**config.mk**
```make
export PLATFORM = sky130hd
export DESIGN_NAME = rsc_reset_source_controller
export DESIGN_NICKNAME = d
export VERILOG_FILES = /design/src/rsc_pkg.sv /design/src/rsc_release_timer.sv /design/src/rsc_reset_source_controller.sv
export SDC_FILE = /design/constraint.sdc
export NUM_CORES = 1
export LEC_CHECK = 0
export CORE_MARGIN = 5
export CORE_UTILIZATION = 30
export DETAILED_ROUTE_END_ITERATION = 10
export DONT_BUFFER_PORTS = 1
export GPL_TIMING_DRIVEN = 0
export HOLD_SLACK_MARGIN = 0.05
export SLEW_MARGIN = 20
export SYNTH_ARGS = -nofsm -noshare
export SYNTH_HDL_FRONTEND = slang
export SYNTH_SLANG_ARGS = --single-unit
```
**constraint.sdc**
```tcl
create_clock -name ref_clk -period 1.6 [get_ports ref_clk]
set_clock_uncertainty 0.05 [all_clocks]
set_input_delay 0.08 -clock ref_clk [delete_from_list [all_inputs] [get_ports ref_clk]]
set_output_delay 0.08 -clock ref_clk [all_outputs]
set_load 0.03 [all_outputs]
```
**src/rsc_pkg.sv**
```systemverilog
package rsc_pkg;
    // ==========================================================
    // timing
    localparam int REF_CLK_MHZ = 50;
    localparam int POR_MIN_REF_CYCLES = 16;
    localparam int HARD_RELEASE_REF_CYCLES = 521;
    localparam int REF_MIN_MHZ = 10;
    localparam int REF_MAX_MHZ = 100;
    localparam int CORE_MAX_MHZ = 300;
    // 521 reference cycles are counted on ref_clk itself
    localparam int HARD_RELEASE_CYCLES = HARD_RELEASE_REF_CYCLES;
    localparam int CNT_W = 10;
    // ==========================================================
    // reset values
    localparam logic [1:0] BOOT_MODE_RST = 2'h0;
    // power-on flagged as the cause straight out of reset
    localparam logic [4:0] CAUSE_RST = 5'h10;

    typedef enum logic [1:0] {
        RSC_CLASS_NONE,
        RSC_CLASS_SOFT,
        RSC_CLASS_HARD,
        RSC_CLASS_POR
    } rsc_class_t;

    typedef struct packed {
        logic por_ext;
        logic hard_ext;
        logic watchdog;
        logic bus_monitor;
        logic test_soft;
    } rsc_src_t;

    // cause bits: power-on, external hard, watchdog, bus monitor, test
    typedef struct packed {
        logic power_on;
        logic hard_pin;
        logic watchdog;
        logic bus_monitor;
        logic soft_test;
    } rsc_cause_t;

    typedef struct packed {
        logic [1:0] boot_mode_select;
        logic watchdog_enable_strap;
        logic host_port_width_strap;
        logic host_data_strobe_polarity;
    } rsc_straps_t;

    typedef struct packed {
        logic pll_clk_synth;
        logic watchdog_busmon;
        logic stop_halt_logic;
        logic ext_core;
        logic peripherals;
    } rsc_actions_t;
endpackage

```
**src/rsc_release_timer.sv**
```systemverilog
`timescale 1ns/100ps
// ==========================================================
// counts down a fixed hold after start, busy meanwhile
module rsc_release_timer
    import rsc_pkg::*;
#(
    parameter int COUNT = HARD_RELEASE_CYCLES
) (
    // clock and reset
    input wire logic ref_clk,
    input wire logic rst,
    // control
    input wire logic start,
    output logic busy
);
    logic [CNT_W-1:0] cnt_q, cnt_d;
    logic busy_q, busy_d;

    always_comb begin
        cnt_d = cnt_q;
        busy_d = busy_q;
        if (start) begin
            cnt_d = CNT_W'(COUNT - 1);
            busy_d = 1'b1;
        end else if (busy_q) begin
            if (cnt_q == '0) begin
                busy_d = 1'b0;
            end else begin
                cnt_d = cnt_q - 1'b1;
            end
        end
    end

    always_ff @(posedge ref_clk) begin
        if (rst) begin
            cnt_q <= '0;
            busy_q <= 1'b0;
        end else begin
            cnt_q <= cnt_d;
            busy_q <= busy_d;
        end
    end

    assign busy = busy_q;
endmodule // rsc_release_timer

```
**src/rsc_reset_source_controller.sv**
```systemverilog
`timescale 1ns/100ps
// How it works
// - power-on resets everything, drives hard pin
// - straps and PLL reset only on power-on
// - hard reset drives pin open-drain, resets core
// - enabled watchdog expiry starts hard reset
// - enabled bus monitor expiry starts hard reset
// - test boundary instructions start soft reset
// - status keeps causes of latest reset
// - sources map to classes; soft never drives pin
// - all classes reset watchdog and bus monitor
// - all classes reset stop/halt, core, peripherals
// - straps latched when power-on released
// - pin released 521 cycles after power-on
module rsc_reset_source_controller
    import rsc_pkg::*;
#(
    parameter int HARD_HOLD = HARD_RELEASE_CYCLES
) (
    // clock and reset
    input wire logic ref_clk,
    input wire logic rst,
    // board side
    input wire logic power_on_reset_in,
    input wire logic hard_reset_pin_in,
    output logic hard_reset_pin_out,
    output logic hard_reset_pin_oe,
    input wire rsc_straps_t straps_in,
    // internal events
    input wire logic watchdog_zero,
    input wire logic watchdog_event_en,
    input wire logic bus_monitor_zero,
    input wire logic bus_monitor_event_en,
    input wire logic tap_boundary_instr,
    // results
    output rsc_actions_t actions,
    output rsc_straps_t straps_q,
    output rsc_cause_t cause_q,
    output rsc_class_t active_class
);
    // ==========================================================
    // source classification
    rsc_src_t src;
    rsc_class_t req_class;
    logic hard_busy;
    logic hard_start;
    logic pin_seen;

    // pin read back while we drive it low is our own echo
    assign pin_seen = hard_reset_pin_in && !hard_reset_pin_oe;

    always_comb begin
        src.por_ext = power_on_reset_in;
        src.hard_ext = pin_seen;
        src.watchdog = watchdog_zero && watchdog_event_en;
        src.bus_monitor = bus_monitor_zero && bus_monitor_event_en;
        src.test_soft = tap_boundary_instr;
        if (src.por_ext) begin
            req_class = RSC_CLASS_POR;
        end else if (src.hard_ext || src.watchdog || src.bus_monitor) begin
            req_class = RSC_CLASS_HARD;
        end else if (src.test_soft) begin
            req_class = RSC_CLASS_SOFT;
        end else begin
            req_class = RSC_CLASS_NONE;
        end
    end

    // ==========================================================
    // class state and pin hold
    rsc_class_t cls_q, cls_d;
    logic por_q, por_d;
    logic pin_oe_q, pin_oe_d;

    // the pin stays low for the hold after power-on release or a hard request
    assign hard_start = (por_q && !power_on_reset_in)
        || (req_class == RSC_CLASS_HARD && !hard_busy);

    // the registered pin enable adds the last cycle of the hold
    rsc_release_timer #(
        .COUNT(HARD_HOLD - 1)
    ) u_release (
        .ref_clk(ref_clk),
        .rst(rst),
        .start(hard_start),
        .busy(hard_busy)
    );

    always_comb begin
        por_d = power_on_reset_in;
        cls_d = req_class;
        // a running hold keeps its class over idle or soft requests
        if ((req_class == RSC_CLASS_NONE || req_class == RSC_CLASS_SOFT)
            && (hard_busy || hard_start)) begin
            cls_d = (cls_q == RSC_CLASS_POR) ? RSC_CLASS_POR
                                             : RSC_CLASS_HARD;
        end
        // start term covers the edge before the timer turns busy
        pin_oe_d = power_on_reset_in || hard_busy || hard_start
            || src.watchdog || src.bus_monitor;
    end

    always_ff @(posedge ref_clk) begin
        if (rst) begin
            cls_q <= RSC_CLASS_POR;
            por_q <= 1'b1;
            pin_oe_q <= 1'b1;
        end else begin
            cls_q <= cls_d;
            por_q <= por_d;
            pin_oe_q <= pin_oe_d;
        end
    end

    // ==========================================================
    // straps, cause and actions
    rsc_straps_t straps_d;
    rsc_cause_t cause_d;
    rsc_actions_t act_q, act_d;

    always_comb begin
        straps_d = straps_q;
        if (por_q && !power_on_reset_in) begin
            straps_d = straps_in;
        end
        cause_d = cause_q;
        if (req_class != RSC_CLASS_NONE
            && (cls_q == RSC_CLASS_NONE || cls_q == RSC_CLASS_SOFT)) begin
            cause_d = '0;
        end
        if (src.por_ext) cause_d.power_on = 1'b1;
        if (src.hard_ext) cause_d.hard_pin = 1'b1;
        if (src.watchdog) cause_d.watchdog = 1'b1;
        if (src.bus_monitor) cause_d.bus_monitor = 1'b1;
        if (src.test_soft) cause_d.soft_test = 1'b1;
        act_d.pll_clk_synth = (cls_d == RSC_CLASS_POR);
        act_d.watchdog_busmon = (cls_d != RSC_CLASS_NONE);
        act_d.stop_halt_logic = (cls_d != RSC_CLASS_NONE);
        act_d.ext_core = (cls_d != RSC_CLASS_NONE);
        act_d.peripherals = (cls_d != RSC_CLASS_NONE);
    end

    always_ff @(posedge ref_clk) begin
        if (rst) begin
            straps_q <= '0;
            cause_q <= rsc_cause_t'(CAUSE_RST);
            act_q <= '1;
        end else begin
            straps_q <= straps_d;
            cause_q <= cause_d;
            act_q <= act_d;
        end
    end

    assign actions = act_q;
    assign active_class = cls_q;
    assign hard_reset_pin_oe = pin_oe_q;
    assign hard_reset_pin_out = 1'b0;
endmodule // rsc_reset_source_controller

```
# Word level (Yosys, flattened, before mapping)

Index checks and enable logic that the tools add are counted.
W data, S select, Z words.

Register bits after elaboration: 27
Input port bits: 14
Output and inout port bits: 19

Add/sub/neg operators: 1
Equal/unequal tests: 6
Multiplexer cells: 16
Bitwise operators: 1
Reduce and logical (&&, ||, !) cells: 34

Operators by type and width:

| cell                    | number |
|---|---|
| $mux W10                | 3 |
| $reduce_bool A2 Y1      | 7 |
| $logic_not A10 Y1       | 1 |
| $logic_or A1 B1 Y1      | 10 |
| $sub A10 B1 Y10 const B | 1 |
| $mux W1                 | 9 |
| $logic_and A1 B1 Y1     | 7 |
| $eq A2 B2 Y1 const B    | 3 |
| $mux W2                 | 3 |
| $eq A2 B1 Y1 const B    | 2 |
| $logic_not A2 Y1        | 2 |
| $mux W4                 | 1 |
| $reduce_and A2 Y1       | 2 |
| $reduce_or A2 Y1        | 2 |
| $logic_not A1 Y1        | 3 |
| $ne A2 B2 Y1 const B    | 1 |
| $not A1 Y1              | 1 |

# Logic depth before layout (Yosys ltp)

Depth in word-level cells: 13
Mapped depth: 6
Depth with buffers taken out: 6

# Cells and area by module

A second synthesis with hierarchy kept.

Cell total of the unflattened synthesis: 139
Area, all modules: 1242.4 µm²

Modules (own cells, without submodules):

| module                      | instances | cells an instance | area an instance (µm²) |
|---|---|---|---|
| rsc_reset_source_controller | 1         | 67                | 635.6 |
| rsc_release_timer           | 1         | 72                | 606.8 |

# Worst setup path before layout

OpenSTA, ideal clock, no wires.

Path kind: register -> register
Start point: reg u_release.cnt_q[8]
End point: reg u_release.cnt_q[9]
Library setup time: 74 ps
Arrival time: 1547 ps
Path slack: -71 ps
Stages on the path, launching flop included: 5
Buffers on the path: 1
Period minus slack after synthesis: 1671 ps
Path through: dfxtp_1 or4_1 clkbuf_2 or4_1 a31oi_1

Cells in the longest elaborated chain, start to end: 4

RTL lines:

| element                | line                    | text |
|---|---|---|
| start, declared        | rsc_release_timer.sv:16 | `logic [CNT_W-1:0] cnt_q, cnt_d;` |
| start signal, assigned | rsc_release_timer.sv:39 | `cnt_q <= cnt_d;` |
| $sub A10 B1 Y10        | rsc_release_timer.sv:29 | `cnt_d = cnt_q - 1'b1;` |
| $mux W10               | rsc_release_timer.sv:26 | `if (cnt_q == '0) begin` |
| $mux W10               | rsc_release_timer.sv:25 | `end else if (busy_q) begin` |
| $mux W10               | rsc_release_timer.sv:22 | `if (start) begin` |

Parallel ways exist; a longest one is shown, timed or not. The select of a mux whose other input is x is not followed.
A chain may end at the register's enable or synchronous reset.

# Worst setup path in the final report

Ends and elaborated chain as after synthesis.

==> metrics.cfg <==
[pwr]
net-switching-power_mw = 0.402
pwr-share-seq_pct = 56.0
p_int_mw = 0.999
max-vdd-ir-drop_mv = 0.587
combPwrFrac_pct = 16.6
power.share.clock_pct = 27.4
swShare_pct = 28.7
p_leak_nw = 0.559
powerDensity_nw_per_um2 = 948

[synth]
synthMuxAreaShare_pct = 0
synth_top_family_by_area = simple AND/OR/NAND/NOR gates
synth_compound_area_share_pct = 20.8
syn_area_per_cell_um2 = 8.55
seq_area_frac_synth_pct = 47.5
synth.ff_latch_count = 27
yosysWarnings = 0
synth_xor_area_share_pct = 1.54
netlist_area_um2 = 1140
yosys.area_share.simple_pct = 22.7
synth_top_cell_by_area = dfxtp_1
synth_area_leaders = dfxtp_1 48%, a21oi_1 7.5%, nand2_1 6.3%
synth_fp_nets = 148
yosysTopAreaCellShare_pct = 47.5
synthAdderAreaFrac_pct = 1.10
ys_types = 37
synthCells = 133

[global_routing]
antenna_found_initial = 0
first_global_vias = 999
grt_pass1_wl_um = 4630
grt.overflow.total = 0
grt_max_degree = 16
grt_use_total_pct = 11.1

[placement]
dpl_cell_area_um2 = 1200
hpwl_um = 1920
routabilityCongestion = 0.689
dpl_worst_slack_ns = -0.265
io_buffer_count = 0
placed_cells = 181

[clocking]
cts_buffers = 3
tritoncts = built
clk_pin_slew_ns = 0.09
root_buffer = clkbuf_8
clock_sinks = 27
clock_latency_ns = 0.27
cts_buffer_depth = 2
h-tree-depth = 1

[layout]
antenna_cells = 0
fill_cells = 351
final_cell_mix = 19 x nand2_1, 17 x a21oi_1, 17 x dfxtp_1, 12 x buf_4, 11 x nor2_1
final_common_cell = nand2_1
stdcell_area_um2 = 1480
regArea_um2 = 556
layout.cells.non_filler = 202
syn2layout_area_growth_pct = 29.9
drive_gt1_share_pct = 25.3
multi_input_area_um2 = 592
fin_nets = 170

[critical_path]
rr_startpoint = u_release.cnt_q[8]
cp.required_ns = 1.76
path_buf_inv = 0
critPathKind = reg2reg
critPathArrivalTime_ns = 1.83
critical_path.top_delay_family = simple AND/OR/NAND/NOR gates
crit_path_cell_trace = or4_4 -> or4_4 -> a31oi_1
endpoint_kind = flop
path_common_cell = or4_4
startpoint_type = flop
critPathLaunch = u_release.cnt_q[8]
slowest_stage = or4_4
cp_max_fo = 5
max_stage_delay_ns = 0.57

[outcome]
violations = negative setup slack
status = complete, but fails checks

[timing]
setup_slack_ns = -0.0736
timing.final.crit_share_pct = 105
period_minus_slack_ns = 1.67
drv_slew = 0
fmax_mhz = 598
fin_tns_setup_ns = -0.0921
rsz0062_at_grt = yes
setup_viol = 2
finalHoldViolCount = 0

[routing]
wl_um = 2770
route.detailed.drc = 0
vias = 1033
dr.pass1.iters = 4
ant_nets = 0
wire_per_inst_um = 13.7
vias_per_cell = 5.11
dr.first_iter.drc_count = 30

[die]
die_y_um = 71.6
pin_count = 33
die_w_um = 71.6
coreArea_um2 = 3660
die_area_um2 = 5120
row_count = 22
initial_utilization_pct = 31.1

[worst_hold_path]
min_path_type = in2reg
hp-start = watchdog_event_en

[job]
drv_cap = 0

==> sequential cells by signal (all words and copies together) (netlist names) <==
name               flops
hard_reset_pin_oe      1
cause_q                5
u_release.cnt_q       10
active_class           2
u_release.busy         1
actions                2
straps_q               5
por_q                  1
==> layer usage <==
metal | global-route usage [%] | vias to the layer above | share of wire, %
li1 | - | 513 | -
met1 | 14.3 | 483 | 45
met5 | 0 | - | 0
met3 | 3.65 | 2 | 7.9
met2 | 17.4 | 35 | 46
met4 | 3.76 | 0 | 1.3
==> layout make-up <==
| class | instances | area share [%] |
|---|---|---|
| clock inverters | 1 | 0.339 |
| well taps | 48 | 4.06 |
| flip-flops and latches | 27 | 37.6 |
| repair buffers | 18 | 10.8 |
| inverters | 7 | 1.78 |
| plain buffers | 6 | 2.54 |
| multi-input cells | 92 | 40.1 |
| clock buffers | 3 | 2.79 |
==> cell usage after synthesis (all sizes together) <==
library cell / n
nand3: 1
and2: 1
nand4: 1
or4b: 1
nand3b: 2
nor4: 1
nand2b: 3
a31oi: 1
nand2: 19
o41ai: 2
a21oi: 17
o31ai: 2
o2111ai: 2
nor2b: 2
a311o: 1
clkbuf: 3
a41oi: 1
buf: 4
nor3: 5
nor2: 11
or4: 2
dfxtp: 27
a41o: 1
or3: 1
ha: 1
xor2: 2
a311oi: 2
or2: 1
o211ai: 1
and3: 1
a2111oi: 1
o21ai: 3
a31o: 2
inv: 7
conb: 1
==> power groups by stage <==
stage                     logic [mW]  registers (mW)  clock network [mW]
final                          0.233           0.784               0.384
after detailed placement       0.162           0.794                   0
after global routing           0.262           0.792               0.425
after floorplan                0.134           0.784                   0
after global placement         0.156           0.793                   0
after CTS                      0.211           0.782               0.394
==> worst register-to-register path: stages (launching register included) <==
cell	delay, ns
dfxtp_2	0.34
or4_4	0.57
or4_4	0.49
a31oi_1	0.16
==> metrics by stage <==
stage / utilization [%] / hold slack, ns / total power [mW]
6_report: 40.4 / 0.0724 / 1.40
5_1_grt: 40.4 / 0.116 / 1.48
4_1_cts: 38.8 / 0.0642 / 1.39
3_5_place_dp: 32.7 / 0.142 / 0.956
3_3_place_gp: 32.7 / 0.144 / 0.949
2_1_floorplan: - / 0.137 / 0.918
==> path summary, 6_finish.rpt <==
kind	to	depth (start not counted)	slack (ns)
hold reg to reg	u_release.cnt_q[7]	2	0.46
hold / removal	cause_q[2]	2	0.07
setup reg to reg	u_release.cnt_q[9]	3	-0.07
setup / recovery	u_release.cnt_q[9]	3	-0.07
==> timing repair <==
item / CTS / global route
buffers inserted: 4 / 4
hold endpoints to repair: 18 / 1
pin swaps: 2 / 6
hold buffers: 9 / 1
resized for setup: 14 / 10
setup endpoints to repair: 11 / 10
cloned: 0 / 0
==> cells by family (layout without fill, tap and decap cells) <==
logic type,after synthesis,count (layout)
xor+xnor,2,2
flops,27,27
fa+ha+maj,1,1
simple gates,52,52
buf+inv,14,35
compound gates,36,36
other cells,1,1
Note: power is estimated with default switching activity, not from simulation.
